`src/verilog/escb_cfg.svh`:
```
`ifndef ESCB_CFG_SVH
`define ESCB_CFG_SVH
// ----------------------------------------
// register offsets (byte addresses)
// ----------------------------------------
`define ESCB_OFF_STATE   8'h04
`define ESCB_OFF_VBASE   8'h08
`define ESCB_OFF_IRQST   8'h0C
`define ESCB_OFF_IRQMSK  8'h10
// ----------------------------------------
// field positions
// ----------------------------------------
`define ESCB_B_NMI_SET   31
`define ESCB_B_DSC_SET   28
`define ESCB_B_DSC_CLR   27
`define ESCB_B_TCK_SET   26
`define ESCB_B_TCK_CLR   25
`define ESCB_B_DEBUG     23
`define ESCB_B_ANYPEND   22
`define ESCB_B_PEND_HI   20
`define ESCB_B_PEND_LO   12
`define ESCB_B_RETBASE   11
`define ESCB_B_ACT_HI    8
`define ESCB_B_ACT_LO    0
`define ESCB_B_TBL_HI    31
`define ESCB_B_TBL_LO    9
// ----------------------------------------
// reset values and constants
// ----------------------------------------
`define ESCB_RST_WORD    32'h0000_0000
`define ESCB_RST_EVT     3'h0
`define ESCB_EXC_NMI     9'h002
`define ESCB_EXC_DSC     9'h00E
`define ESCB_EXC_TICK    9'h00F
`define ESCB_EXC_NONE    9'h000
`define ESCB_VB_LOW      9'h000
`define ESCB_STATE_RSVD  32'h6B20_0600
`endif

```
`src/verilog/escb_pkg.sv`:
```
package escb_pkg;
    typedef struct packed {
        logic [7:0]  addr;
        logic [31:0] wdata;
        logic        wr;
        logic        rd;
    } escb_req_t;
    typedef struct packed {
        logic       in_handler;
        logic       preempted;
        logic [8:0] interrupt_program_status_num;
        logic [8:0] top_pend;
        logic       top_is_fault;
        logic       ext_irq_pend;
    } escb_core_t;
    typedef enum logic [1:0] {
        ESCB_EV_NMI, ESCB_EV_DSC, ESCB_EV_TICK
    } escb_ev_t;
endpackage

```
`src/verilog/escb_ctrl.sv`:
```
// Design decisions made here: the placing of the registers and the plain strobed port.
`timescale 1ns/1ps
`include "escb_cfg.svh"
// ----------------------------------------
// Behaviour
// - write one to bit 31 pends unmaskable interrupt; read shows its pending state
// - entering unmaskable handler clears pending; re-assertion during handler sets it again
// - write one to bit 28 pends deferred call; read shows pending
// - only a software write sets deferred call pending
// - bit 27 write-only; one clears deferred call pending
// - write one to bit 26 pends tick; read shows pending
// - bit 25 write-only; one clears tick pending; reads zero here
// - bit 23 reads zero outside debug state
// - bit 22 shows any interrupt pending, excluding unmaskable and faults
// - bits 20:12 show top pending enabled exception number, zero if none
// - top pending number honours base threshold and fault mask, not general mask
// - bit 11 zero while preempted active exceptions remain
// - bits 8:0 hold active exception number, zero in thread mode
// - active number equals low nine bits of program status
// - vector base bits 31:9 hold table offset bits 31:9
// - low nine bits of vector base always zero
// ----------------------------------------
module escb_ctrl
    import escb_pkg::*;
(
    input  wire logic        mclk,
    input  wire logic        rst_n,
    input  wire logic        clk_en,
    input  wire logic [7:0]  reg_addr,
    input  wire logic [31:0] reg_wdata,
    input  wire logic        reg_wr,
    input  wire logic        reg_rd,
    output logic      [31:0] reg_rdata,
    input  wire logic        nmi_pin,
    input  wire logic        nmi_entry,
    input  wire logic        dsc_entry,
    input  wire logic        tick_event,
    input  wire logic        tick_entry,
    input  wire logic [8:0]  interrupt_program_status_num,
    input  wire logic        preempted,
    input  wire logic [8:0]  top_pend,
    input  wire logic        top_is_fault,
    input  wire logic        ext_irq_pend,
    input  wire logic        debug_state,
    output logic             nmi_pend,
    output logic             dsc_pend,
    output logic             tick_pend,
    output logic      [31:0] vector_base,
    output logic             irq
);
    // ----------------------------------------
    // pin synchronisers
    // ----------------------------------------
    logic [1:0] nmi_sync_ff;
    logic       nmi_prev_ff;
    always_ff @(posedge mclk or negedge rst_n) begin
        if (!rst_n) begin
            nmi_sync_ff <= 2'h0;
            nmi_prev_ff <= 1'h0;
        end else if (clk_en) begin
            nmi_sync_ff <= {nmi_sync_ff[0], nmi_pin};
            nmi_prev_ff <= nmi_sync_ff[1];
        end
    end
    logic nmi_rise;
    assign nmi_rise = nmi_sync_ff[1] & ~nmi_prev_ff;

    // ----------------------------------------
    // carriers
    // ----------------------------------------
    // bundling the bus and core views keeps decode and state word on one naming scheme
    escb_req_t  bus_req;
    escb_core_t core_view;
    always_comb begin
        bus_req.addr  = reg_addr;
        bus_req.wdata = reg_wdata;
        bus_req.wr    = reg_wr;
        bus_req.rd    = reg_rd;
    end
    always_comb begin
        core_view.in_handler   = (interrupt_program_status_num != `ESCB_EXC_NONE);
        core_view.preempted    = preempted;
        core_view.interrupt_program_status_num     = interrupt_program_status_num;
        core_view.top_pend     = top_pend;
        core_view.top_is_fault = top_is_fault;
        core_view.ext_irq_pend = ext_irq_pend;
    end

    // ----------------------------------------
    // decode
    // ----------------------------------------
    function automatic logic hit(input logic [7:0] a, input logic [7:0] off);
        hit = (a == off);
    endfunction
    // the low offset bits are tied off here so no path can ever load them
    function automatic logic [31:0] vbase_word(input logic [`ESCB_B_TBL_HI:`ESCB_B_TBL_LO] t);
        vbase_word = {t, `ESCB_VB_LOW};
    endfunction
    logic wr_state, wr_vbase, wr_msk, rd_irqst;
    assign wr_state = clk_en & bus_req.wr & hit(bus_req.addr, `ESCB_OFF_STATE);
    assign wr_vbase = clk_en & bus_req.wr & hit(bus_req.addr, `ESCB_OFF_VBASE);
    assign wr_msk   = clk_en & bus_req.wr & hit(bus_req.addr, `ESCB_OFF_IRQMSK);
    assign rd_irqst = clk_en & bus_req.rd & hit(bus_req.addr, `ESCB_OFF_IRQST);

    // ----------------------------------------
    // pending state
    // ----------------------------------------
    logic nmi_pend_ff, dsc_pend_ff, tick_pend_ff;
    logic nxt_nmi, nxt_dsc, nxt_tick;
    always_comb begin
        nxt_nmi = nmi_pend_ff;
        // entry clears; a fresh assertion or write in the same cycle still wins
        if (nmi_entry)
            nxt_nmi = 1'b0;
        if (nmi_rise)
            nxt_nmi = 1'b1;
        if (wr_state && reg_wdata[`ESCB_B_NMI_SET])
            nxt_nmi = 1'b1;
    end
    always_comb begin
        nxt_dsc = dsc_pend_ff;
        if (dsc_entry)
            nxt_dsc = 1'b0;
        if (wr_state && reg_wdata[`ESCB_B_DSC_CLR])
            nxt_dsc = 1'b0;
        // set written last: both at once is undefined, set chosen
        if (wr_state && reg_wdata[`ESCB_B_DSC_SET])
            nxt_dsc = 1'b1;
    end
    always_comb begin
        nxt_tick = tick_pend_ff;
        if (tick_entry)
            nxt_tick = 1'b0;
        if (wr_state && reg_wdata[`ESCB_B_TCK_CLR])
            nxt_tick = 1'b0;
        if (tick_event)
            nxt_tick = 1'b1;
        if (wr_state && reg_wdata[`ESCB_B_TCK_SET])
            nxt_tick = 1'b1;
    end
    always_ff @(posedge mclk or negedge rst_n) begin
        if (!rst_n) begin
            nmi_pend_ff  <= 1'b0;
            dsc_pend_ff  <= 1'b0;
            tick_pend_ff <= 1'b0;
        end else if (clk_en) begin
            nmi_pend_ff  <= nxt_nmi;
            dsc_pend_ff  <= nxt_dsc;
            tick_pend_ff <= nxt_tick;
        end
    end

    // ----------------------------------------
    // vector base
    // ----------------------------------------
    logic [`ESCB_B_TBL_HI:`ESCB_B_TBL_LO] tbl_ff;
    logic [`ESCB_B_TBL_HI:`ESCB_B_TBL_LO] nxt_tbl;
    // alignment is software's duty; the low bits are simply never stored
    always_comb begin
        nxt_tbl = tbl_ff;
        if (wr_vbase)
            nxt_tbl = reg_wdata[`ESCB_B_TBL_HI:`ESCB_B_TBL_LO];
    end
    always_ff @(posedge mclk or negedge rst_n) begin
        if (!rst_n)
            tbl_ff <= '0;
        else if (clk_en)
            tbl_ff <= nxt_tbl;
    end

    // ----------------------------------------
    // interrupt status and mask
    // ----------------------------------------
    logic [2:0] evt_ff, msk_ff;
    logic [2:0] evt_set, nxt_evt, nxt_msk;
    assign evt_set = {nxt_tick & ~tick_pend_ff, nxt_dsc & ~dsc_pend_ff, nxt_nmi & ~nmi_pend_ff};
    always_comb begin
        // a new event in the clearing read's cycle survives: set beats read-clear
        nxt_evt = (rd_irqst ? `ESCB_RST_EVT : evt_ff) | evt_set;
    end
    always_comb begin
        nxt_msk = msk_ff;
        if (wr_msk)
            nxt_msk = reg_wdata[2:0];
    end
    always_ff @(posedge mclk or negedge rst_n) begin
        if (!rst_n)
            evt_ff <= `ESCB_RST_EVT;
        else if (clk_en)
            evt_ff <= nxt_evt;
    end
    always_ff @(posedge mclk or negedge rst_n) begin
        if (!rst_n)
            msk_ff <= `ESCB_RST_EVT;
        else if (clk_en)
            msk_ff <= nxt_msk;
    end
    // next-state mask keeps the pin in step with a mask write, no stale cycle
    always_ff @(posedge mclk or negedge rst_n) begin
        if (!rst_n)
            irq <= 1'b0;
        else if (clk_en)
            irq <= |(nxt_evt & nxt_msk);
    end

    // ----------------------------------------
    // state word and read mux
    // ----------------------------------------
    logic [31:0] state_word;
    always_comb begin
        state_word = `ESCB_RST_WORD;
        state_word[`ESCB_B_NMI_SET] = nmi_pend_ff;
        state_word[`ESCB_B_DSC_SET] = dsc_pend_ff;
        state_word[`ESCB_B_TCK_SET] = tick_pend_ff;
        state_word[`ESCB_B_DEBUG]   = 1'b0;
        // core view gives unmaskable/fault-free pending for the flag
        state_word[`ESCB_B_ANYPEND] = core_view.ext_irq_pend | tick_pend_ff | dsc_pend_ff;
        // core supplies number already filtered by threshold and fault mask
        state_word[`ESCB_B_PEND_HI:`ESCB_B_PEND_LO] = core_view.top_pend;
        state_word[`ESCB_B_RETBASE] = ~core_view.preempted;
        state_word[`ESCB_B_ACT_HI:`ESCB_B_ACT_LO] = core_view.in_handler ? core_view.interrupt_program_status_num
                                                                          : `ESCB_EXC_NONE;
    end
    logic [31:0] nxt_rdata;
    always_comb begin
        nxt_rdata = `ESCB_RST_WORD;
        if (reg_rd) begin
            case (reg_addr)
                `ESCB_OFF_STATE:  nxt_rdata = state_word;
                `ESCB_OFF_VBASE:  nxt_rdata = vbase_word(tbl_ff);
                `ESCB_OFF_IRQST:  nxt_rdata = {29'h0000000, evt_ff};
                `ESCB_OFF_IRQMSK: nxt_rdata = {29'h0000000, msk_ff};
                default:          nxt_rdata = `ESCB_RST_WORD;
            endcase
        end
    end
    always_ff @(posedge mclk or negedge rst_n) begin
        if (!rst_n)
            reg_rdata <= `ESCB_RST_WORD;
        else if (clk_en)
            reg_rdata <= nxt_rdata;
    end
    // mirrors load from the same next state, so pins and internal bits never disagree
    always_ff @(posedge mclk or negedge rst_n) begin
        if (!rst_n) begin
            nmi_pend  <= 1'b0;
            dsc_pend  <= 1'b0;
            tick_pend <= 1'b0;
        end else if (clk_en) begin
            nmi_pend  <= nxt_nmi;
            dsc_pend  <= nxt_dsc;
            tick_pend <= nxt_tick;
        end
    end
    always_ff @(posedge mclk or negedge rst_n) begin
        if (!rst_n)
            vector_base <= `ESCB_RST_WORD;
        else if (clk_en)
            vector_base <= vbase_word(nxt_tbl);
    end

    // ----------------------------------------
    // checks
    // ----------------------------------------
    AST_NMI_SET: assert property (@(posedge mclk) disable iff (!rst_n)
        (wr_state && reg_wdata[`ESCB_B_NMI_SET]) |=> nmi_pend_ff)
        else $error("nmi write did not pend");
    AST_NMI_ENTRY: assert property (@(posedge mclk) disable iff (!rst_n)
        (clk_en && nmi_entry && !nmi_rise && !wr_state) |=> !nmi_pend_ff)
        else $error("nmi entry did not clear");
    AST_DSC_SET: assert property (@(posedge mclk) disable iff (!rst_n)
        (wr_state && reg_wdata[`ESCB_B_DSC_SET]) |=> dsc_pend_ff)
        else $error("deferred call not pended");
    AST_DSC_ONLY_SW: assert property (@(posedge mclk) disable iff (!rst_n)
        $rose(dsc_pend_ff) |-> $past(wr_state && reg_wdata[`ESCB_B_DSC_SET]))
        else $error("deferred call set without write");
    AST_DSC_CLR: assert property (@(posedge mclk) disable iff (!rst_n)
        (wr_state && reg_wdata[`ESCB_B_DSC_CLR] && !reg_wdata[`ESCB_B_DSC_SET]) |=> !dsc_pend_ff)
        else $error("deferred call not cleared");
    AST_TCK_SET: assert property (@(posedge mclk) disable iff (!rst_n)
        (wr_state && reg_wdata[`ESCB_B_TCK_SET]) |=> tick_pend_ff)
        else $error("tick not pended");
    AST_TCK_CLR: assert property (@(posedge mclk) disable iff (!rst_n)
        (wr_state && reg_wdata[`ESCB_B_TCK_CLR] && !reg_wdata[`ESCB_B_TCK_SET] && !tick_event)
        |=> !tick_pend_ff)
        else $error("tick not cleared");
    AST_STATE_READ: assert property (@(posedge mclk) disable iff (!rst_n)
        (clk_en && reg_rd && reg_addr == `ESCB_OFF_STATE)
        |=> reg_rdata[`ESCB_B_ACT_HI:`ESCB_B_ACT_LO] == $past(interrupt_program_status_num)
            && reg_rdata[`ESCB_B_RETBASE] == !$past(preempted))
        else $error("state word read wrong");
    AST_VBASE_LOW: assert property (@(posedge mclk) disable iff (!rst_n)
        vector_base[`ESCB_B_TBL_LO-1:0] == 9'h000)
        else $error("vector base low bits set");
    AST_VBASE_WR: assert property (@(posedge mclk) disable iff (!rst_n)
        wr_vbase |=> vector_base[`ESCB_B_TBL_HI:`ESCB_B_TBL_LO]
                     == $past(reg_wdata[`ESCB_B_TBL_HI:`ESCB_B_TBL_LO]))
        else $error("vector base not stored");

    // ----------------------------------------
    // checks: pending state
    // ----------------------------------------
    AST_NMI_PIN: assert property (@(posedge mclk) disable iff (!rst_n)
        (clk_en && nmi_rise) |=> nmi_pend_ff)
        else $error("nmi pin edge did not pend");
    AST_DSC_ENTRY: assert property (@(posedge mclk) disable iff (!rst_n)
        (clk_en && dsc_entry && !(wr_state && reg_wdata[`ESCB_B_DSC_SET])) |=> !dsc_pend_ff)
        else $error("deferred call entry did not clear");
    AST_TCK_EVENT: assert property (@(posedge mclk) disable iff (!rst_n)
        (clk_en && tick_event) |=> tick_pend_ff)
        else $error("tick event did not pend");
    AST_TCK_ENTRY: assert property (@(posedge mclk) disable iff (!rst_n)
        (clk_en && tick_entry && !tick_event && !(wr_state && reg_wdata[`ESCB_B_TCK_SET]))
        |=> !tick_pend_ff)
        else $error("tick entry did not clear");
    AST_PEND_MIRROR: assert property (@(posedge mclk) disable iff (!rst_n)
        nmi_pend == nmi_pend_ff && dsc_pend == dsc_pend_ff && tick_pend == tick_pend_ff)
        else $error("pending outputs disagree with state");
    AST_FREEZE: assert property (@(posedge mclk) disable iff (!rst_n)
        !clk_en |=> $stable(nmi_pend_ff) && $stable(dsc_pend_ff) && $stable(tick_pend_ff)
                    && $stable(evt_ff) && $stable(msk_ff) && $stable(tbl_ff) && $stable(reg_rdata))
        else $error("state moved while frozen");

    // ----------------------------------------
    // checks: interrupt
    // ----------------------------------------
    AST_IRQ_LEVEL: assert property (@(posedge mclk) disable iff (!rst_n)
        irq == |(evt_ff & msk_ff))
        else $error("irq level wrong");
    AST_EVT_STICKY: assert property (@(posedge mclk) disable iff (!rst_n)
        (clk_en && evt_set != `ESCB_RST_EVT)
        |=> (evt_ff & $past(evt_set)) == $past(evt_set))
        else $error("status bit not set by event");
    AST_EVT_RDCLR: assert property (@(posedge mclk) disable iff (!rst_n)
        (rd_irqst && evt_set == `ESCB_RST_EVT) |=> evt_ff == `ESCB_RST_EVT)
        else $error("status read did not clear");
    AST_MSK_WR: assert property (@(posedge mclk) disable iff (!rst_n)
        wr_msk |=> msk_ff == $past(reg_wdata[2:0]))
        else $error("mask not stored");

    // ----------------------------------------
    // checks: read port
    // ----------------------------------------
    AST_PEND_RD: assert property (@(posedge mclk) disable iff (!rst_n)
        (clk_en && reg_rd && reg_addr == `ESCB_OFF_STATE)
        |=> reg_rdata[`ESCB_B_NMI_SET] == $past(nmi_pend_ff) && reg_rdata[`ESCB_B_DSC_SET] == $past(dsc_pend_ff)
            && reg_rdata[`ESCB_B_TCK_SET] == $past(tick_pend_ff))
        else $error("pending bits read wrong");
    AST_ANYPEND_RD: assert property (@(posedge mclk) disable iff (!rst_n)
        (clk_en && reg_rd && reg_addr == `ESCB_OFF_STATE)
        |=> reg_rdata[`ESCB_B_ANYPEND] == $past(ext_irq_pend || dsc_pend_ff || tick_pend_ff))
        else $error("any pending flag wrong");
    AST_TOP_PEND_RD: assert property (@(posedge mclk) disable iff (!rst_n)
        (clk_en && reg_rd && reg_addr == `ESCB_OFF_STATE)
        |=> reg_rdata[`ESCB_B_PEND_HI:`ESCB_B_PEND_LO] == $past(top_pend))
        else $error("top pending number wrong");
    AST_DEBUG_RD: assert property (@(posedge mclk) disable iff (!rst_n)
        (clk_en && reg_rd && reg_addr == `ESCB_OFF_STATE && !debug_state)
        |=> !reg_rdata[`ESCB_B_DEBUG])
        else $error("debug bit not zero");
    AST_RSVD_RD: assert property (@(posedge mclk) disable iff (!rst_n)
        (clk_en && reg_rd && reg_addr == `ESCB_OFF_STATE)
        |=> (reg_rdata & `ESCB_STATE_RSVD) == `ESCB_RST_WORD)
        else $error("reserved state bits not zero");
    AST_VBASE_RD: assert property (@(posedge mclk) disable iff (!rst_n)
        (clk_en && reg_rd && reg_addr == `ESCB_OFF_VBASE)
        |=> reg_rdata == vbase_word($past(tbl_ff)))
        else $error("vector base read wrong");
    AST_UNMAPPED_RD: assert property (@(posedge mclk) disable iff (!rst_n)
        (clk_en && reg_rd && reg_addr != `ESCB_OFF_STATE && reg_addr != `ESCB_OFF_VBASE
         && reg_addr != `ESCB_OFF_IRQST && reg_addr != `ESCB_OFF_IRQMSK)
        |=> reg_rdata == `ESCB_RST_WORD)
        else $error("unmapped read not zero");
    AST_RDATA_IDLE: assert property (@(posedge mclk) disable iff (!rst_n)
        (clk_en && !reg_rd) |=> reg_rdata == `ESCB_RST_WORD)
        else $error("read data not zero when idle");
    AST_VBASE_MIRROR: assert property (@(posedge mclk) disable iff (!rst_n)
        vector_base == vbase_word(tbl_ff))
        else $error("vector base output disagrees");
endmodule

```
`config.mk`:
```
export PLATFORM = sky130hd
export DESIGN_NAME = escb_ctrl
export DESIGN_NICKNAME = d
export VERILOG_FILES = /design/src/verilog/escb_pkg.sv /design/src/verilog/escb_ctrl.sv
export VERILOG_INCLUDE_DIRS = /design/src /design/src/verilog
export SDC_FILE = /design/constraint.sdc
export NUM_CORES = 1
export LEC_CHECK = 0
export BUFFER_PORTS_ARGS = -buffer_cell sky130_fd_sc_hd__buf_2
export CAP_MARGIN = 20
export CELL_PAD_IN_SITES_DETAIL_PLACEMENT = 0
export CELL_PAD_IN_SITES_GLOBAL_PLACEMENT = 1
export CORE_MARGIN = 5
export CORE_UTILIZATION = 39
export DETAILED_ROUTE_END_ITERATION = 12
export HOLD_SLACK_MARGIN = 0.03
export PLACE_DENSITY_LB_ADDON = 0.1
export SETUP_SLACK_MARGIN = 0.4
export SLEW_MARGIN = 20
export SYNTH_ARGS = -nofsm -noshare
export SYNTH_HDL_FRONTEND = slang
export SYNTH_SLANG_ARGS = --single-unit
```
`constraint.sdc`:
```
create_clock -name mclk -period 1.9 [get_ports mclk]
set_input_delay 0.095 -clock mclk [delete_from_list [all_inputs] [get_ports mclk]]
set_output_delay 0.095 -clock mclk [all_outputs]
set_load 0.1 [all_outputs]
```
Word-level counts from Yosys, hierarchy flattened
Index checks and enable logic that the tools add are counted.
- eq/ne operators: 4
- muxes and demuxes: 15
- bitwise operators: 19
- reduce and logical (&&, ||, !) cells: 8
- operators with widths (kind ; number):
    one-hot mux 32 bit (4 select lines) ; 1
    two-way mux 32 bit ; 1
    == test 8 x 4 -> 1 bit (second input constant) ; 2
    AND 1 bit ; 10
    two-way mux 1 bit ; 10
    two-way mux 9 bit ; 1
    nonzero test 9 bit ; 1
    == test 8 x 3 -> 1 bit (second input constant) ; 1
    == test 8 x 5 -> 1 bit (second input constant) ; 1
    two-way mux 3 bit ; 2
    logical AND 1 bit ; 5
    inverter 1 bit ; 5
    AND 3 bit ; 1
    OR 3 bit ; 1
    OR reduction 3 bit ; 1
    OR 1 bit ; 2
    AND reduction 2 bit ; 1
- flip-flop bits (word level): 68
- output and inout bits: 68

Depth between registers and ports, before layout
- depth after elaboration: 10
- depth in mapped cells: 6
- mapped depth without buffers: 4

Worst setup path before layout
OpenSTA, ideal clock, no wires.
- path kind: reg-to-reg
- start point: register nmi_pend_ff
- end point: register irq
- setup time: 0.126 ns
- arrival time: 1.794 ns
- setup slack: -0.020 ns
- stages on the path, launching flop included: 5
- period minus slack after synthesis: 1.920 ns
- cells stage by stage: dfrtp_1 -> and4b_1 -> a31oi_1 -> a22oi_1 -> o32a_1
- word-level cells in the longest chain between the ends: 7
- elaborated cells on any way between the ends: 8
- those cells by class: 3 x mux; 4 x bitwise; 1 x reduce/logical
- ends and longest elaborated chain (what ; RTL line ; RTL):
    from (decl) ; escb_ctrl.sv:108 ; logic nmi_pend_ff, dsc_pend_ff, tick_pend_ff;
    from (signal assigned) ; escb_ctrl.sv:147 ; nmi_pend_ff <= nxt_nmi;
    two-way mux 1 bit ; escb_ctrl.sv:113 ; if (nmi_entry)
    two-way mux 1 bit ; escb_ctrl.sv:115 ; if (nmi_rise)
    two-way mux 1 bit ; escb_ctrl.sv:117 ; if (wr_state && reg_wdata[`ESCB_B_NMI_SET])
    AND 1 bit * ; escb_ctrl.sv:176 ; assign evt_set = {nxt_tick & ~tick_pend_ff, nxt_dsc & ~dsc_pend_ff, nxt_nmi & ~nmi_pend_ff};
    OR 3 bit * ; escb_ctrl.sv:179 ; nxt_evt = (rd_irqst ? `ESCB_RST_EVT : evt_ff) | evt_set;
    AND 3 bit * ; escb_ctrl.sv:203 ; irq <= |(nxt_evt & nxt_msk);
    OR reduction 3 bit * ; escb_ctrl.sv:203 ;
    to (signal assigned) ; escb_ctrl.sv:203 ;
    to (decl) ; escb_ctrl.sv:49 ; output logic irq
Mark *: on every way between the ends. The rest lies on a longest branch, timed or not.
A chain may end at the register's enable or synchronous reset.

Worst setup path in the final report
- start point: input port reg_addr[4]
- end point: register tbl_ff[17] in the netlist's numbering
- word-level cells in the longest chain between the ends: 3
- ends and longest elaborated chain (what ; RTL line ; RTL):
    from (decl) ; escb_ctrl.sv:29 ; input wire logic [7:0] reg_addr,
    == test 8 x 4 -> 1 bit ; escb_ctrl.sv:93 ; hit = (a == off);
    AND 1 bit ; escb_ctrl.sv:101 ; assign wr_vbase = clk_en & bus_req.wr & hit(bus_req.addr, `ESCB_OFF_VBASE);
    AND reduction 2 bit (no line) ; -- ;
    to (signal assigned) ; escb_ctrl.sv:168 ; tbl_ff <= nxt_tbl;
    to (decl) ; escb_ctrl.sv:156 ; logic [`ESCB_B_TBL_HI:`ESCB_B_TBL_LO] tbl_ff;
Every way passes these cells.

==> run metrics <==
status complete, no violations; Routed Antenna Nets 0; global placer's final weighted congestion 0.7951; CTS tree yes; Crit-path slowest cell or4b_4; Comb power frac 0.192; final hold vios 0; initial DRC count 74; Reg-to-Reg Start nmi_pend_ff; most frequent cells in the layout buf_2 (122), dfrtp_1 (66), dlygate4sd3_1 (39); Area Growth Syn to Fin 43.96%; worst-path fanout max 23; Reg power frac 0.483; WS Path Type primary input to register; hpwl dp 6307 um; placed instance area 0.003985 mm2; Worst Hold Depth 3; CTS H-tree lvls 3; io pins 140; worst hold path startpoint top_pend[6]; delay of the slowest critical-path stage 0.53 ns; Worst-Skew Late Latency 0.34 ns; Starting Density 0.3929; Worst Path Arrival 1.76 ns; first-pass GRT wire length 14890 um; HP Class primary input to register; pin count of the biggest net entering global routing 69; WL per Instance 16.99 um; MaxCap Viol Count 0; crit-path cells buf_2, or4b_4, or4_4, buf_12, mux2_4; CP startpoint kind primary input; Crit Reg-Reg Endpoint irq; share of cells above drive strength 1 0.4334; total track usage 0.1901; Req. time, crit path 2.12 ns; drt first pass iters 4; Num CTS Buffers 9; Seq/Total Area, Yosys 0.5352; minimum clock period 1.540 ns; Slew HR 0.6633; hold slack final 0.04819 ns; synth top area cells dfrtp_1 (54%), mux2_4 (9.4%), o2bb2ai_1 (8.8%); synth warn 0; Detailed Route WL 9308 um; Port Buffer Count 122; reg2reg setup slack 0.54 ns; initial antenna violation count 0; Synth top area share 0.5352; Clock Sinks 68; vias per cell 5.164; ys async rst share 1.000; Post-CTS Repair Setup Buffers 0; Net Sw Frac 0.3040; PwrDens 685.7 mW/mm2; Cell variety after synth 44; Worst Tran Pin Value 0.4980 ns; core area 0.008093 mm2; Clk pwr share 0.325; Die Span X 100.3 um; clock skew 0.007661 ns; Synth Register Bits 68; Leak 2.340 nW; cell internal pwr 2.184 mW; die area 0.01006 mm2; Synth Flop Type dfrtp_1; nets 510; Peak VDD IR 387.9 uV; average size of a mapped cell 12.18 um2; CTS root buf clkbuf_8; # DRC 0; Worst Setup End Kind register; cells after synthesis 261; RSZ-0062 raised after global routing yes; Hold Crit Endpoint reg_rdata[18]; setup violators final 0; most common cell after layout, fill and taps aside buf_2; Max Root-Sink Buffers 2; # diodes 0; vias in the first global route 2879; setup TNS 0 ns; fin crit share 0.8108; Die Y 100.3 um; number of synthesized flops with an enable pin 0; row cnt 33; clock transition at the registers of the reported paths 0.07 ns; post-synth top area cell dfrtp_1; fin area 0.004577 mm2; grt total ovfl 0; maximum clock rate 649.2 MHz; net switching power 954.1 uW; Synth Cell Area 0.003179 mm2; via count 2830; Worst R2R Path Depth 4; Max Transition Viols Final 0
## synthesized netlist by cell type (2+ instances only)
cell type	n
o2bb2ai_1	32
o41ai_1	3
buf_2	3
and2_1	2
mux2_2	5
buf_12	2
o21ai_0	5
nor3_1	2
nor2b_1	3
inv_1	5
nand4_1	3
nand2_1	29
a222oi_1	2
a22oi_1	16
clkbuf_1	10
a21oi_1	2
dfrtp_1	68
nor4_1	4
mux2_4	20
or3_1	2
a41oi_1	4
a31oi_1	3
nor4b_1	2
and3_1	2
buf_4	9
o31ai_1	2
nor2_1	4
## power groups by stage
stage / clock network (mW) / registers (mW) / logic (mW)
after floorplan: 0 / 1.71 / 0.200
after detailed placement: 0 / 1.54 / 0.537
final: 1.02 / 1.52 / 0.602
after CTS: 1.06 / 1.52 / 0.602
after global routing: 1.13 / 1.52 / 0.644
after global placement: 0 / 1.54 / 0.535
## through the flow
stage | utilization | setup WS (ns) | std cells | power, mW
after global routing | 0.5656 | 0.3638 | 548 | 3.290
after global placement | 0.4924 | 0.01585 | 493 | 2.078
final | 0.5656 | 0.3596 | 548 | 3.138
after detailed placement | 0.4924 | -0.01116 | 493 | 2.081
after floorplan | - | -0.009300 | 269 | 1.906
after CTS | 0.5623 | 0.3761 | 548 | 3.181
## state kept, by name (all words and copies together) (netlist names)
name,flops
reg_rdata,32
dsc_pend_ff,1
nmi_sync_ff,2
nmi_prev_ff,1
tick_pend,1
irq,1
nmi_pend_ff,1
tbl_ff,23
msk_ff,3
evt_ff,3
## cells by family after synthesis
kind of cell,after synthesis,synth area share
AND/OR/NAND/NOR,61,0.1011
AO/OA/AOI/OAI,75,0.1893
flip-flops,68,0.5352
buffers and inverters,31,0.06100
multiplexers,25,0.1122
other,1,0.001180
## per-layer routing
metal	GRT usage	share of wire	vias to the layer above
li1	-	-	1334
met1	0.2565	0.46	1403
met2	0.2987	0.47	83
met3	0.05212	0.060	10
met4	0.05907	0.012	0
met5	0	0	-
## layout make-up
cell class / instances / area, um2
inverters: 5 / 18.77
flip-flops and latches: 68 / 1704
clock inverters: 2 / 10.01
repair buffers: 184 / 1199
multi-input cells: 170 / 1361
clock buffers: 14 / 152.6
fillers: 738 / 3516
well taps: 105 / 131.4
## worst max-delay path by stage
stage,cells past startpoint,start,end,slack [ns]
final,5,reg_addr[4],tbl_ff[17],0.36
after global routing,6,reg_addr[5],tbl_ff[12],0.36
after CTS,5,reg_addr[4],tbl_ff[12],0.38
after detailed placement,5,reg_addr[5],irq,-0.01
after global placement,5,reg_addr[5],irq,0.02
after floorplan,6,reg_addr[4],tbl_ff[11],-0.009
## worst max-delay path, delay by kind of cell
| family | cells | cell delay (ns) |
|---|---|---|
| buffers and inverters | 2 | 0.31 |
| and+or+nand+nor | 2 | 1.04 |
| muxes | 1 | 0.31 |
## repair_timing
item                       CTS  global route
setup endpoints to repair   21            35
hold endpoints to repair   107             0
hold buffers                39             0
gates resized for setup      2             4
Power figures use the tool's default switching activity.
